### src/cdoc_params.svh
// Constants for the cable driver output control register bank.
// Assumes inclusion by its bare name from the package and the bank module.
`ifndef CDOC_PARAMS_SVH
`define CDOC_PARAMS_SVH

// ****************************************************************
// Register offsets
// ****************************************************************
`define CDOC_REG_STATUS 8'h01
`define CDOC_REG_RATE_PD 8'h02
`define CDOC_REG_LSB 8'h03
`define CDOC_REG_OUT_A 8'h05
`define CDOC_REG_OUT_B_SWING 8'h06
`define CDOC_REG_OUT_B_CTRL 8'h07

// ****************************************************************
// Field positions
// ****************************************************************
`define CDOC_ST_DETECT_BIT 0
`define CDOC_RATE_SD_BIT 7
`define CDOC_PD_B_BIT 6
`define CDOC_PD_A_BIT 5
`define CDOC_LSB_HD_A_BIT 7
`define CDOC_LSB_SD_A_BIT 6
`define CDOC_FORCE_NO_SIG_BIT 6
`define CDOC_FORCE_SIG_BIT 5
`define CDOC_LOSS_PD_BIT 4
`define CDOC_MUTE_SEL_BIT 3
`define CDOC_SD_LIMIT_MSB 2
`define CDOC_SD_LIMIT_LSB 0
`define CDOC_HD_LIMIT_MSB 7
`define CDOC_HD_LIMIT_LSB 5
`define CDOC_SWING_MSB 4
`define CDOC_SWING_LSB 0
`define CDOC_LSB_HD_B_BIT 7
`define CDOC_LSB_SD_B_BIT 6

// ****************************************************************
// Reset values and bits per byte
// ****************************************************************
`define CDOC_RST_RATE_PD 3'h0
`define CDOC_RST_LSB 2'h0
`define CDOC_RST_OUT_A 8'h02
`define CDOC_RST_OUT_B_SWING 8'h90
`define CDOC_RST_OUT_B_CTRL 8'h1a
`define CDOC_RST_PINS 5'h18
`define CDOC_BYTE_BITS 4'h8

`endif

### src/cdoc_pkg.sv
// Types shared by the output control register bank.
// Assumes cdoc_params.svh is on the include path.
`include "cdoc_params.svh"

package cdoc_pkg;

   // ****************************************************************
   // Serial management engine states
   // ****************************************************************
   typedef enum logic [3:0] {
      CDOC_IDLE,
      CDOC_ADDR,
      CDOC_ADDR_ACK,
      CDOC_CMD,
      CDOC_CMD_ACK,
      CDOC_WDATA,
      CDOC_WDATA_ACK,
      CDOC_RDATA,
      CDOC_RACK
   } cdoc_smb_state_type;

endpackage

### src/cdoc_sync.sv
// Three-stage input synchroniser with agreement filter, one lane per bit.
// Assumes inputs are asynchronous to i_mclk; output is a stable level.
`timescale 1ns/10ps
`default_nettype none

module cdoc_sync #(
   parameter int WIDTH = 1,
   parameter logic [WIDTH-1:0] RST_VAL = '0
) (
   input wire logic i_mclk,
   input wire logic i_rst,
   input wire logic i_ce,
   input wire logic [WIDTH-1:0] i_async,
   output logic [WIDTH-1:0] o_sync
);

   logic [WIDTH-1:0] s1_r;
   logic [WIDTH-1:0] s2_r;
   logic [WIDTH-1:0] s3_r;
   logic [WIDTH-1:0] filt_r;

   genvar g;
   generate
      for (g = 0; g < WIDTH; g++) begin : g_lane
         always_ff @(posedge i_mclk or posedge i_rst) begin
            if (i_rst) begin
               s1_r[g] <= RST_VAL[g];
               s2_r[g] <= RST_VAL[g];
               s3_r[g] <= RST_VAL[g];
               filt_r[g] <= RST_VAL[g];
            end else if (i_ce) begin
               s1_r[g] <= i_async[g];
               s2_r[g] <= s1_r[g];
               s3_r[g] <= s2_r[g];
               // Take a new level only once two late stages agree
               if (s2_r[g] == s3_r[g]) begin
                  filt_r[g] <= s3_r[g];
               end
            end
         end
      end
   endgenerate

   assign o_sync = filt_r;

endmodule

`default_nettype wire

### src/cdoc_regs.sv
// Output control register bank with its serial management slave.
// Assumes open-drain wiring of the data line outside and a slow serial
// clock, at least eight i_mclk periods per serial clock phase.
`timescale 1ns/10ps
`default_nettype none
`include "cdoc_params.svh"

// Contract
// Force-no-signal bit makes input look absent
// Force-present bit blocks mute and offset
// Status bit shows true detected input
// Gating clear: powerdown from bits, enable
// Gating set, enable low: both drivers down
// Gating set, enable high: no signal powers down
// Signal present: no mute, no offset
// Mute-select: 0 offset, 1 mute
// Output A SD limit bits 2:0, default 0100
// Output B HD limit bits 7:5, default 1000
// Output B SD limit bits 2:0 plus 6
// Output B swing bits 4:0, default 10000
// Host writes 0 to reserved bit 7
// Host writes 011 to reserved bits 5:3
// Rate bit, pin high forces standard rate
// Per-output powerdown bits, only enable high
// Output A SD limit low bit elsewhere
// Fields hold until write, reset to defaults
module cdoc_regs
   import cdoc_pkg::*;
#(
   // Slave address; the value is arbitrary
   parameter logic [6:0] DEV_ADDR = 7'h2c
) (
   input wire logic i_mclk,
   input wire logic i_rst,
   input wire logic i_ce,
   input wire logic i_smb_clk,
   input wire logic i_smb_data,
   output logic o_smb_data,
   output logic o_smb_data_oe_n,
   input wire logic i_enable,
   input wire logic i_rate_sel_pin,
   input wire logic i_signal_detect_n,
   output logic o_out_a_powerdown,
   output logic o_out_b_powerdown,
   output logic o_loss_mute,
   output logic o_loss_offset,
   output logic o_rate_is_standard_def,
   output logic [3:0] o_term_limit_a,
   output logic [3:0] o_term_limit_b,
   output logic [4:0] o_out_b_swing
);

   // ****************************************************************
   // Pin synchronisers
   // ****************************************************************
   logic [4:0] pins_s;
   logic scl_s;
   logic sda_s;
   logic enable_s;
   logic rate_pin_s;
   logic detect_s;

   cdoc_sync #(
      .WIDTH(5),
      .RST_VAL(`CDOC_RST_PINS)
   ) u_sync (
      .i_mclk(i_mclk),
      .i_rst(i_rst),
      .i_ce(i_ce),
      .i_async({i_smb_clk, i_smb_data, i_enable, i_rate_sel_pin,
                i_signal_detect_n}),
      .o_sync(pins_s)
   );

   assign scl_s = pins_s[4];
   assign sda_s = pins_s[3];
   assign enable_s = pins_s[2];
   assign rate_pin_s = pins_s[1];
   assign detect_s = pins_s[0];

   // ****************************************************************
   // Bus condition detection
   // ****************************************************************
   logic scl_prev_r;
   logic sda_prev_r;
   logic scl_rise;
   logic scl_fall;
   logic start_evt;
   logic stop_evt;

   always_ff @(posedge i_mclk or posedge i_rst) begin
      if (i_rst) begin
         scl_prev_r <= 1'b1;
         sda_prev_r <= 1'b1;
      end else if (i_ce) begin
         scl_prev_r <= scl_s;
         sda_prev_r <= sda_s;
      end
   end

   assign scl_rise = scl_s & ~scl_prev_r;
   assign scl_fall = ~scl_s & scl_prev_r;
   assign start_evt = scl_s & scl_prev_r & sda_prev_r & ~sda_s;
   assign stop_evt = scl_s & scl_prev_r & ~sda_prev_r & sda_s;

   // ****************************************************************
   // Register storage
   // ****************************************************************
   logic [2:0] rate_pd_r;
   logic [1:0] lsb_r;
   logic [7:0] out_a_signal_loss_ctrl_r;
   logic [7:0] out_b_swing_hd_limit_r;
   logic [7:0] out_b_limit_ctrl_r;
   logic wr_stb_r;
   logic [7:0] wr_addr_r;
   logic [7:0] wr_data_r;
   logic [7:0] rd_data;
   logic [7:0] ptr_r;

   always_ff @(posedge i_mclk or posedge i_rst) begin
      if (i_rst) begin
         rate_pd_r <= `CDOC_RST_RATE_PD;
         lsb_r <= `CDOC_RST_LSB;
         out_a_signal_loss_ctrl_r <= `CDOC_RST_OUT_A;
         out_b_swing_hd_limit_r <= `CDOC_RST_OUT_B_SWING;
         out_b_limit_ctrl_r <= `CDOC_RST_OUT_B_CTRL;
      end else if (i_ce && wr_stb_r) begin
         if (wr_addr_r == `CDOC_REG_RATE_PD) begin
            rate_pd_r <= wr_data_r[7:5];
         end else if (wr_addr_r == `CDOC_REG_LSB) begin
            lsb_r <= wr_data_r[7:6];
         end else if (wr_addr_r == `CDOC_REG_OUT_A) begin
            // Reserved bit 7 is stored as written
            out_a_signal_loss_ctrl_r <= wr_data_r;
         end else if (wr_addr_r == `CDOC_REG_OUT_B_SWING) begin
            out_b_swing_hd_limit_r <= wr_data_r;
         end else if (wr_addr_r == `CDOC_REG_OUT_B_CTRL) begin
            // Reserved bits 5:3 are stored as written
            out_b_limit_ctrl_r <= wr_data_r;
         end
      end
   end

   // ****************************************************************
   // Read data selection
   // ****************************************************************
   always_comb begin
      rd_data = 8'h00;
      if (ptr_r == `CDOC_REG_STATUS) begin
         rd_data[`CDOC_ST_DETECT_BIT] = detect_s;
      end else if (ptr_r == `CDOC_REG_RATE_PD) begin
         rd_data[7:5] = rate_pd_r;
      end else if (ptr_r == `CDOC_REG_LSB) begin
         rd_data[7:6] = lsb_r;
      end else if (ptr_r == `CDOC_REG_OUT_A) begin
         rd_data = out_a_signal_loss_ctrl_r;
      end else if (ptr_r == `CDOC_REG_OUT_B_SWING) begin
         rd_data = out_b_swing_hd_limit_r;
      end else if (ptr_r == `CDOC_REG_OUT_B_CTRL) begin
         rd_data = out_b_limit_ctrl_r;
      end
   end

   // ****************************************************************
   // Serial management slave
   // ****************************************************************
   cdoc_smb_state_type state_r;
   logic [3:0] cnt_r;
   logic [7:0] shift_r;
   logic rw_r;
   logic mack_r;
   logic sda_low_r;

   always_ff @(posedge i_mclk or posedge i_rst) begin
      if (i_rst) begin
         state_r <= CDOC_IDLE;
         cnt_r <= 4'h0;
         shift_r <= 8'h00;
         ptr_r <= 8'h00;
         rw_r <= 1'b0;
         mack_r <= 1'b0;
         sda_low_r <= 1'b0;
         wr_stb_r <= 1'b0;
         wr_addr_r <= 8'h00;
         wr_data_r <= 8'h00;
      end else if (i_ce) begin
         wr_stb_r <= 1'b0;
         if (start_evt) begin
            state_r <= CDOC_ADDR;
            cnt_r <= 4'h0;
            sda_low_r <= 1'b0;
         end else if (stop_evt) begin
            state_r <= CDOC_IDLE;
            sda_low_r <= 1'b0;
         end else begin
            case (state_r)
               CDOC_ADDR, CDOC_CMD, CDOC_WDATA: begin
                  if (scl_rise) begin
                     shift_r <= {shift_r[6:0], sda_s};
                     cnt_r <= cnt_r + 4'h1;
                  end else if (scl_fall && cnt_r == `CDOC_BYTE_BITS) begin
                     cnt_r <= 4'h0;
                     if (state_r == CDOC_ADDR) begin
                        if (shift_r[7:1] == DEV_ADDR) begin
                           rw_r <= shift_r[0];
                           sda_low_r <= 1'b1;
                           state_r <= CDOC_ADDR_ACK;
                        end else begin
                           state_r <= CDOC_IDLE;
                        end
                     end else if (state_r == CDOC_CMD) begin
                        ptr_r <= shift_r;
                        sda_low_r <= 1'b1;
                        state_r <= CDOC_CMD_ACK;
                     end else begin
                        wr_stb_r <= 1'b1;
                        wr_addr_r <= ptr_r;
                        wr_data_r <= shift_r;
                        ptr_r <= ptr_r + 8'h01;
                        sda_low_r <= 1'b1;
                        state_r <= CDOC_WDATA_ACK;
                     end
                  end
               end
               CDOC_ADDR_ACK: begin
                  if (scl_fall) begin
                     if (rw_r) begin
                        shift_r <= rd_data;
                        sda_low_r <= ~rd_data[7];
                        cnt_r <= 4'h0;
                        state_r <= CDOC_RDATA;
                     end else begin
                        sda_low_r <= 1'b0;
                        state_r <= CDOC_CMD;
                     end
                  end
               end
               CDOC_CMD_ACK, CDOC_WDATA_ACK: begin
                  if (scl_fall) begin
                     sda_low_r <= 1'b0;
                     state_r <= CDOC_WDATA;
                  end
               end
               CDOC_RDATA: begin
                  if (scl_fall) begin
                     if (cnt_r == 4'h7) begin
                        sda_low_r <= 1'b0;
                        ptr_r <= ptr_r + 8'h01;
                        state_r <= CDOC_RACK;
                     end else begin
                        shift_r <= {shift_r[6:0], 1'b0};
                        sda_low_r <= ~shift_r[6];
                        cnt_r <= cnt_r + 4'h1;
                     end
                  end
               end
               CDOC_RACK: begin
                  if (scl_rise) begin
                     mack_r <= ~sda_s;
                  end else if (scl_fall) begin
                     if (mack_r) begin
                        shift_r <= rd_data;
                        sda_low_r <= ~rd_data[7];
                        cnt_r <= 4'h0;
                        state_r <= CDOC_RDATA;
                     end else begin
                        state_r <= CDOC_IDLE;
                     end
                  end
               end
               default: begin
                  sda_low_r <= 1'b0;
               end
            endcase
         end
      end
   end

   // Open drain: only ever pull low
   assign o_smb_data = 1'b0;
   assign o_smb_data_oe_n = ~sda_low_r;

   // ****************************************************************
   // Signal loss and power control
   // ****************************************************************
   logic force_no_signal;
   logic force_signal_present;
   logic loss_gated_powerdown;
   logic mute_sel;
   logic signal_seen;
   logic rate_sd;

   assign force_no_signal =
      out_a_signal_loss_ctrl_r[`CDOC_FORCE_NO_SIG_BIT];
   assign force_signal_present =
      out_a_signal_loss_ctrl_r[`CDOC_FORCE_SIG_BIT];
   assign loss_gated_powerdown =
      out_a_signal_loss_ctrl_r[`CDOC_LOSS_PD_BIT];
   assign mute_sel = out_a_signal_loss_ctrl_r[`CDOC_MUTE_SEL_BIT];

   // Forced presence takes priority over forced absence
   assign signal_seen = force_signal_present |
                        (~force_no_signal & detect_s);

   assign rate_sd = rate_pin_s | rate_pd_r[2];

   always_ff @(posedge i_mclk or posedge i_rst) begin
      if (i_rst) begin
         o_loss_mute <= 1'b0;
         o_loss_offset <= 1'b0;
      end else if (i_ce) begin
         o_loss_mute <= ~signal_seen & mute_sel;
         o_loss_offset <= ~signal_seen & ~mute_sel;
      end
   end

   always_ff @(posedge i_mclk or posedge i_rst) begin
      if (i_rst) begin
         o_out_a_powerdown <= 1'b1;
         o_out_b_powerdown <= 1'b1;
      end else if (i_ce) begin
         // Enable low wins over everything; gating adds loss of signal
         o_out_a_powerdown <= ~enable_s |
            rate_pd_r[0] |
            (loss_gated_powerdown & ~signal_seen);
         o_out_b_powerdown <= ~enable_s |
            rate_pd_r[1] |
            (loss_gated_powerdown & ~signal_seen);
      end
   end

   // ****************************************************************
   // Rate, threshold and swing outputs
   // ****************************************************************
   always_ff @(posedge i_mclk or posedge i_rst) begin
      if (i_rst) begin
         o_rate_is_standard_def <= 1'b0;
         o_term_limit_a <= 4'h0;
         o_term_limit_b <= 4'h0;
         o_out_b_swing <= 5'h00;
      end else if (i_ce) begin
         o_rate_is_standard_def <= rate_sd;
         o_term_limit_a <= {out_a_signal_loss_ctrl_r[2:0],
                            lsb_r[0]};
         if (rate_sd) begin
            o_term_limit_b <= {out_b_limit_ctrl_r[2:0],
                               out_b_limit_ctrl_r[`CDOC_LSB_SD_B_BIT]};
         end else begin
            o_term_limit_b <= {out_b_swing_hd_limit_r[7:5],
                               out_b_limit_ctrl_r[`CDOC_LSB_HD_B_BIT]};
         end
         o_out_b_swing <= out_b_swing_hd_limit_r[4:0];
      end
   end

endmodule

`default_nettype wire

### config.mk
export PLATFORM = sky130hd
export DESIGN_NAME = cdoc_regs
export DESIGN_NICKNAME = d
export VERILOG_FILES = /design/src/cdoc_pkg.sv /design/src/cdoc_sync.sv /design/src/cdoc_regs.sv
export VERILOG_INCLUDE_DIRS = /design/src
export SDC_FILE = /design/constraint.sdc
export NUM_CORES = 1
export LEC_CHECK = 0
export ABC_AREA = 1
export BUFFER_PORTS_ARGS = -buffer_cell sky130_fd_sc_hd__buf_4
export CAP_MARGIN = 40
export CORE_UTILIZATION = 46
export CTS_CLUSTER_DIAMETER = 150
export DETAILED_ROUTE_END_ITERATION = 7
export PLACE_DENSITY_LB_ADDON = 0.25
export SYNTH_ARGS = -nofsm -noshare
export SYNTH_HDL_FRONTEND = slang
export SYNTH_SLANG_ARGS = --single-unit
### constraint.sdc
create_clock -name i_mclk -period 7.46 [get_ports i_mclk]
set_input_delay 0.746 -clock i_mclk [delete_from_list [all_inputs] [get_ports i_mclk]]
set_output_delay 0.746 -clock i_mclk [all_outputs]
set_load 0.05 [all_outputs]
# == Word-level counts from Yosys, hierarchy flattened ==
# Cells that the tools add are included.
# W data, S select, Z words.
# op_classes
n_addsub,2
mul,0
n_div,0
magnitude_cmp,0
n_eq_ne,58
shift,0
n_mux,79
bitwise_logic,37
reduce_logical,26
# op_table
op,n
$mux W8,20
$mux W4,23
$eq A8 B3 Y1 const B,6
$ne A4 B4 Y1 const B,10
$eq A8 B2 Y1 const B,4
$pmux W8 S4,1
$ne A2 B2 Y1 const B,13
$mux W1,22
$ne A3 B3 Y1 const B,7
$eq A4 B3 Y1 const B,5
$not A1 Y1,20
$pmux W4 S5,1
$reduce_and A10 Y1,2
$pmux W4 S4,1
$pmux W8 S2,1
$reduce_and A8 Y1,2
$reduce_and A12 Y1,1
$reduce_and A2 Y1,6
$and A1 B1 Y1,11
$reduce_and A11 Y1,1
$reduce_and A5 Y1,2
$mux W3,3
$reduce_and A9 Y1,1
$add A8 B1 Y8 const B,1
other kinds (24),38
# totals
regBits,113
latchBits,0
mem_bits_rw,0
romBits,0
out_inout_bits,20
wordCells,247
mem_count,0

# == Logic depth before layout (Yosys ltp) ==
# Gate-level depths: netlist of run 1.
# depth
ltp_word,17
mapped_depth,13

# == Modules after synthesis ==
# From an unflattened synthesis of run 1, not the netlist that was laid out.
# hier_totals
hier_cells,763
area_unflattened_um2,5870.6
# by_module_without_submodules
module,n_inst,cells_each,area_each_um2,seq_area_each_um2
cdoc_regs,1,660,4991.0,2339.7
cdoc_sync,1,103,879.6,510.5

# == Worst setup path before layout of run 1 ==
# No wires, ideal clock.
# synth_timing
path_kind,register to register
startpoint,reg sda_prev_r
endpoint,reg state_r[1]
setup_ns,0.117
arrival_time_ns,1.483
required_time_ns,7.343
setup_slack_ns,5.861
stages_incl_launch_ff,10
period_less_slack_ns,1.599
cell_sequence,dfstp_2 inv_1 nor2_1 nand2_2 nand2_4 inv_4 a21oi_1 nand2_1 nand2_1 nand2_1
# synth_between
elab_chain_cells,5
elab_cells_between_ends,17
cone_classes,eq/ne: 8; mux: 2; bitwise: 5; reduce/logical: 2
# synth_lines
element,line,rtl
"start, declared",cdoc_regs.sv:85,logic sda_prev_r;
"start signal, assigned",cdoc_regs.sv:97,sda_prev_r <= sda_s;
$not A1 Y1,cdoc_regs.sv:104,assign stop_evt = scl_s & scl_prev_r & ~sda_prev_r & sda_s;
$and A1 B1 Y1 (2 in a row),cdoc_regs.sv:104,
$ne A4 B4 Y1 (no line) (tied with other cells),--,
$reduce_and A10 Y1 (no line) or $mux W4 (tied branches),--,
"end signal, assigned",cdoc_regs.sv:176,state_r <= CDOC_IDLE;
"end signal, assigned",cdoc_regs.sv:189,state_r <= CDOC_ADDR;
"end signal, assigned",cdoc_regs.sv:193,state_r <= CDOC_IDLE;
"end, declared",cdoc_regs.sv:167,cdoc_smb_state_type state_r;
# Parallel ways exist; a longest one is shown, timed or not.
# A chain may end at the register's enable or synchronous reset.

# == Worst setup path in the final report of run 1 ==
# layout_timing
startpoint,reg state_r[0]
endpoint,reg wr_data_r[1]
# layout_between
elab_chain_cells,3
elab_cells_between_ends,7
cone_classes,eq/ne: 3; bitwise: 2; reduce/logical: 2
# layout_lines
element,line,rtl
$eq A4 B1 Y1 (tied with other cells),"cdoc_regs.sv:196, cdoc_regs.sv:203",
$reduce_or A3 Y1 or $not A1 Y1 (tied branches),--,
$reduce_and A8 Y1 (no line) *,--,
"end signal, assigned",cdoc_regs.sv:218,wr_data_r <= shift_r;
"end, declared",cdoc_regs.sv:116,logic [7:0] wr_data_r;
# Mark *: on every way between the ends. The rest lies on a longest branch, timed or not.

==> results.toml, run 1 <==
[worst_setup_path]
worstPathMaxFanout = 33
crit_path_end_kind = "flip-flop"
crit-reg2reg-capture = "wr_data_r[1]"
cp-start-kind = "flip-flop"
crit_arrival_ns = 2.53
crit_chain = "nand2_1, o21ai_2, and3_1, nand3_2, nor2_1, a21oi_2"
path_class = "flip-flop to flip-flop"
cp_slowest_cell = "dfrtp_1"
crit-reg2reg-launch = "state_r[0]"
reg2reg_slack_ns = 5.21
cp.required_ns = 7.74
r2r_cells = 6
cp_slowest_stage_delay_ns = 0.50

[final_layout]
mostFrequentLayoutCell = "nand2_1"
antennaDiodeCount = 0
final_cell_mix = "nand2_1 (221), dfrtp_1 (95), nor2_1 (70)"
nets = 759
syn_to_final_growth_pct = 16.0
drive_gt1_share_pct = 15.4

[pwr]
p_leak_nw = 3.16
vdd_drop_max_mv = 0.200
powerDensity_nw_per_um2 = 339
clkPwrFrac_pct = 36.1
p_sw_share_pct = 35.6
power.internal_mw = 1.42
switchingPower_mw = 0.787
p_comb_share_pct = 27.5
finalPower_mw = 2.21
seqPwrFrac_pct = 36.4

[route]
drc = 0
drtIter0Drc = 387
wl_met2_um = 6140
routed_wl_um = 13700
wl_met1_um = 6530
first_pass_iters = 5
postRouteAntennaNets = 0
wl_per_cell_um = 15.2
vias_per_cell = 5.37
met3_wirelength_um = 851
top_layer = "met4"
vias = 4866

[die]
pin_count = 28
die_w_um = 113
die_area_sq_um = 12700
initial_utilization_pct = 47.0
core_area_sq_um = 12000
chipHeight_um = 113
rows = 40

[synth]
synthXorXnorAreaFrac_pct = 0.311
syn-cell-area_sq_um = 5630
synthDistinctLibCells = 35
synthSimpleGateAreaFrac_pct = 28.0
ys_ff_latch = 113
ys_warn_count = 0
syn_avg_cell_area_sq_um = 7.85
syn_inst = 717
synth_top_cell_by_area = "dfrtp_1"
synth-adder-area-share_pct = 1.11
synth_compound_area_share_pct = 13.5
synth_area_leaders = "dfrtp_1 (42%), nand2_1 (15%), dfstp_2 (8.4%)"
synth_mux_area_share_pct = 0
syn_nets = 730
yosysSeqAreaShare_pct = 50.7
synth_top_family_by_area = "simple AND/OR/NAND/NOR gates"
synth_top_area_share_pct = 42.3

[global_routing]
overflow = 0
first_global_vias = 4681
grt_first_pass_wirelength_um = 23000
antenna_found_initial = 0
grt_max_degree = 60
grt_usage_pct = 23.8

[clock_network]
hold_buffers = 0
clock_path_buffers = 2
cts_tree = "yes"
clk_pin_slew_ns = 0.05
numCtsBuffers = 17
clkLatencyLatePin_ns = 0.41
cts-htree-levels = 4
ctsResizeCount = 0
postCtsSetupBuffers = 0
root_buffer = "clkbuf_16"
clock_sinks = 113

[placement]
hpwl_um = 9490
io_buffers = 26
gp_congestion = 0.926

[sta]
worst_pin_slew_ns = 0.747
finalSetupViolations = 0
hold_viol_final = 0
fin_setup_tns_ns = 0
max_freq_mhz = 444
skew_ns = 0.0126
slew_headroom_pct = 50.2
finalMaxSlewViolations = 0
fin_crit_ns = 2.25
fin_crit_sh_pct = 30.2
rsz0062_at_grt = "no"

[run]
maxCapViolations = 0

[outcome]
status = "complete, no violations"

[min_path]
hp-class = "primary input to async pin"
-- cell type report --
| class | count | area (sq um) |
|---|---|---|
| fill | 1125 | 5440 |
| sequential | 113 | 2850 |
| multi-input combinational | 515 | 2420 |
| clock buffer | 28 | 517 |
| inverter | 71 | 274 |
| timing repair buffer | 28 | 210 |
| tap | 147 | 184 |
| clock inverter | 4 | 72.6 |
-- cells in the mapped netlist --
| cell | n |
|---|---|
| buf_6 | 1 |
| and3_1 | 1 |
| o32ai_1 | 1 |
| clkbuf_1 | 12 |
| inv_2 | 11 |
| o21ai_1 | 28 |
| nand3_4 | 1 |
| buf_4 | 2 |
| nor2_1 | 70 |
| inv_4 | 2 |
| a21oi_2 | 4 |
| nor3b_1 | 1 |
| nor3_2 | 2 |
| a21oi_1 | 34 |
| a22oi_1 | 1 |
| ha_1 | 5 |
| nor2_4 | 4 |
| nor2_2 | 6 |
| o21ai_2 | 1 |
| nand2_4 | 3 |
| inv_1 | 58 |
| xor2_1 | 2 |
| conb_1 | 1 |
| o211ai_1 | 8 |
| nand4_1 | 5 |
| buf_2 | 3 |
| o41ai_1 | 1 |
| o21ai_0 | 64 |
| nor3_1 | 5 |
| dfrtp_1 | 95 |
| nand3_1 | 36 |
| dfstp_2 | 18 |
| nand2_1 | 221 |
| nand2_2 | 6 |
| nand3_2 | 4 |
-- state kept, by name (all words and copies together), names as in the netlist, 2 cells and up --
| name | cells |
|---|---|
| lsb_r | 2 |
| u_sync.o_sync | 5 |
| shift_r | 8 |
| ptr_r | 8 |
| state_r | 4 |
| o_term_limit_b | 4 |
| wr_addr_r | 8 |
| out_b_limit_ctrl_r | 8 |
| o_out_b_swing | 5 |
| out_b_swing_hd_limit_r | 8 |
| out_a_signal_loss_ctrl_r | 8 |
| cnt_r | 4 |
| u_sync.s2_r | 5 |
| u_sync.s1_r | 5 |
| wr_data_r | 8 |
| rate_pd_r | 3 |
| u_sync.s3_r | 5 |
| o_term_limit_a | 4 |
-- worst max path at each step --
stage,end,from,slack (ns)
6_report,wr_data_r[1],state_r[0],5.21
3_5_place_dp,wr_data_r[1],i_ce,4.86
3_3_place_gp,wr_data_r[0],i_ce,4.97
5_1_grt,wr_data_r[1],state_r[0],4.95
4_1_cts,wr_data_r[1],state_r[0],5.19
2_1_floorplan,cnt_r[0],i_rst,3.76
-- metrics by stage --
step | area [sq um] | setup slack [ns] | util, % | hold WS (ns) | instances
6_report | 6530 | 5.21 | 54.6 | 0.438 | 906
5_1_grt | 6530 | 4.95 | 54.6 | 0.486 | 906
4_1_cts | 6530 | 5.19 | 54.6 | 0.461 | 906
3_5_place_dp | 5940 | 4.86 | 49.6 | 0.454 | 874
3_3_place_gp | 5940 | 4.97 | 49.6 | 0.454 | 874
2_1_floorplan | 5630 | 3.76 | - | 0.442 | 717
-- logic make-up after synthesis --
group / after synthesis
adder cells (fa/ha/maj): 5
XOR/XNOR: 2
buffers and inverters: 89
flip-flops: 113
AO/OA/AOI/OAI: 142
other: 1
AND/OR/NAND/NOR: 365
-- power by group through the flow --
stage	clock network [mW]	registers [mW]	logic (mW)
2_1_floorplan	0	0.804	0.453
3_3_place_gp	0	0.806	0.588
3_5_place_dp	0	0.809	0.602
4_1_cts	0.809	0.802	0.606
5_1_grt	0.838	0.816	0.691
6_report	0.798	0.805	0.609
-- metal layers --
layer	up-vias	track usage (%)
met1	2335	33.8
met2	136	34.6
met5	-	0
li1	2375	-
met3	20	6.26
met4	0	9.42
-- worst max-delay path: cells and delay by family, from the launching register on --
| kind | cells | cell delay (ns) |
|---|---|---|
| flip-flops | 1 | 0.50 |
| AND/OR/NAND/NOR | 4 | 1.24 |
| AO/OA/AOI/OAI | 2 | 0.38 |
Power figures use the tool's default switching activity.
==> run 2: changes to the inputs <==
==> constraint.sdc (replaced) <==
create_clock -name i_mclk -period 2.3 [get_ports i_mclk]
set_input_delay 0.23 -clock i_mclk [delete_from_list [all_inputs] [get_ports i_mclk]]
set_output_delay 0.23 -clock i_mclk [all_outputs]
set_load 0.05 [all_outputs]
==> results.toml, run 2 (synthesis gave the netlist of run 1 again) <==
[route]
routed_wl_um = 13900
vias = 4852
drc = 0
vias_per_cell = 5.34
postRouteAntennaNets = 0
drtIter0Drc = 338
first_pass_iters = 5
wl_per_cell_um = 15.3

[clock_network]
clk_pin_slew_ns = 0.05
postCtsSetupBuffers = 0
cts-htree-levels = 4
clock_path_buffers = 2
clkLatencyLatePin_ns = 0.41
ctsResizeCount = 0
root_buffer = "clkbuf_16"
numCtsBuffers = 17
clock_sinks = 113
cts_tree = "yes"

[global_routing]
antenna_found_initial = 0
grt_max_degree = 114
first_global_vias = 4623
grt_usage_pct = 23.9
overflow = 0
grt_first_pass_wirelength_um = 23200

[final_layout]
fin_area_sq_um = 6610
syn_to_final_growth_pct = 17.6
drive_gt1_share_pct = 16.3
antennaDiodeCount = 0
nets = 762
final_cell_mix = "nand2_1 (221), dfrtp_1 (95), nor2_1 (70)"
mostFrequentLayoutCell = "nand2_1"
finalNonFillerCells = 909

[sta]
skew_ns = 0.00662
max_freq_mhz = 507
fin_crit_sh_pct = 85.7
slew_headroom_pct = 54.6
fin_setup_tns_ns = 0
rsz0062_at_grt = "no"
hold_viol_final = 0
finalMaxSlewViolations = 0
finalSetupViolations = 0
worst_pin_slew_ns = 0.679
fin_crit_ns = 1.97

[worst_setup_path]
cp-start-kind = "flip-flop"
cp.required_ns = 2.64
cp_slowest_stage_delay_ns = 0.56
crit_path_end_kind = "flip-flop"
path_class = "flip-flop to flip-flop"
worstPathMaxFanout = 13
crit_arrival_ns = 2.31
crit_chain = "inv_2, nor2_1, inv_1, nand2_2, nand3_4, nor2_4, inv_2, o21ai_1, inv_1, a21oi_1"
cp_slowest_cell = "dfstp_2"

[die]
chipHeight_um = 113
initial_utilization_pct = 47.0
die_w_um = 113
pin_count = 28
core_area_sq_um = 12000
rows = 40
die_area_sq_um = 12700

[pwr]
vdd_drop_max_mv = 0.763
powerDensity_nw_per_um2 = 1120
p_leak_nw = 3.20

[placement]
detailed_place.area_sq_um = 5960
dp.cells = 876
io_buffers = 26
gp_congestion = 0.955
hpwl_um = 9750

[min_path]
hp-class = "primary input to flip-flop"

[run]
maxCapViolations = 0

[outcome]
status = "complete, no violations"
==> run 2: cell count changes in the layout (fill, tap and decap cells not counted), moves of 2 or more <==
cell / before / now
clkbuf_1: 6 / 1
clkinv_2: 1 / 4
clkinvlp_4: 1 / 3
bufinv_16: 2 / 4
==> run 2: stage by stage <==
stage | util (%) | hold slack (ns) | power, mW | setup WS, ns
floorplan | - | 0.326 | 4.08 | 0.701
global placement | 49.9 | 0.429 | 4.56 | 0.355
detailed placement | 49.9 | 0.437 | 4.61 | 0.350
CTS | 55.2 | 0.0143 | 7.44 | 0.348
global route | 55.3 | 0.0384 | 7.81 | 0.115
finish | 55.3 | 0.0260 | 7.41 | 0.329
==> run 2: repair_timing <==
action	4_1_cts	5_1_grt
hold buffers	0	1
endpoints found under the setup margin	0	0
hold endpoints to repair	0	2
==> run 2: worst paths after layout <==
path | startpoint | end | slack [ns] | cells after the start
worst max-delay path | scl_prev_r | ptr_r[6] | 0.33 | 10
worst min-delay path | i_enable | u_sync.s1_r[2] | 0.03 | 3
worst max register to register | scl_prev_r | ptr_r[6] | 0.33 | 10
worst min register to register | u_sync.s1_r[4] | u_sync.s2_r[4] | 0.46 | 2
max in group asynchronous | i_rst | wr_addr_r[3] | 1.30 | 4
min in group asynchronous | i_rst | u_sync.s3_r[2] | 0.53 | 4
==> run 2: where the power goes <==
| group | switching, mW | internal (mW) |
|---|---|---|
| combinational | 1.39 | 0.605 |
| sequential | 0.337 | 2.29 |
| clock | 0.877 | 1.92 |
==> run 2: worst max-delay path, delay by kind of cell, from the launching register on <==
| family | cells | cell delay [ns] |
|---|---|---|
| AO/OA/AOI/OAI | 2 | 0.23 |
| buffers and inverters | 4 | 0.30 |
| flip-flops | 1 | 0.56 |
| AND/OR/NAND/NOR | 4 | 0.79 |
==> run 2: routing by layer <==
| layer | up-vias | routed length [um] | track usage [%] | part of all wire, % |
|---|---|---|---|---|
| met1 | 2318 | 6800 | 34.4 | 49 |
| met5 | - | 0 | 0 | 0 |
| met3 | 21 | 641 | 5.62 | 4.6 |
| met4 | 0 | 256 | 9.87 | 1.8 |
| li1 | 2384 | - | - | - |
| met2 | 129 | 6230 | 34.6 | 45 |
==> run 2: layout make-up <==
| class | count | area (sq um) |
|---|---|---|
| inverters | 71 | 275 |
| clock inverters | 10 | 155 |
| well taps | 147 | 184 |
| multi-input cells | 515 | 2420 |
| clock buffers | 22 | 484 |
| fillers | 1112 | 5350 |
| repair buffers | 31 | 248 |
| flip-flops and latches | 113 | 2850 |
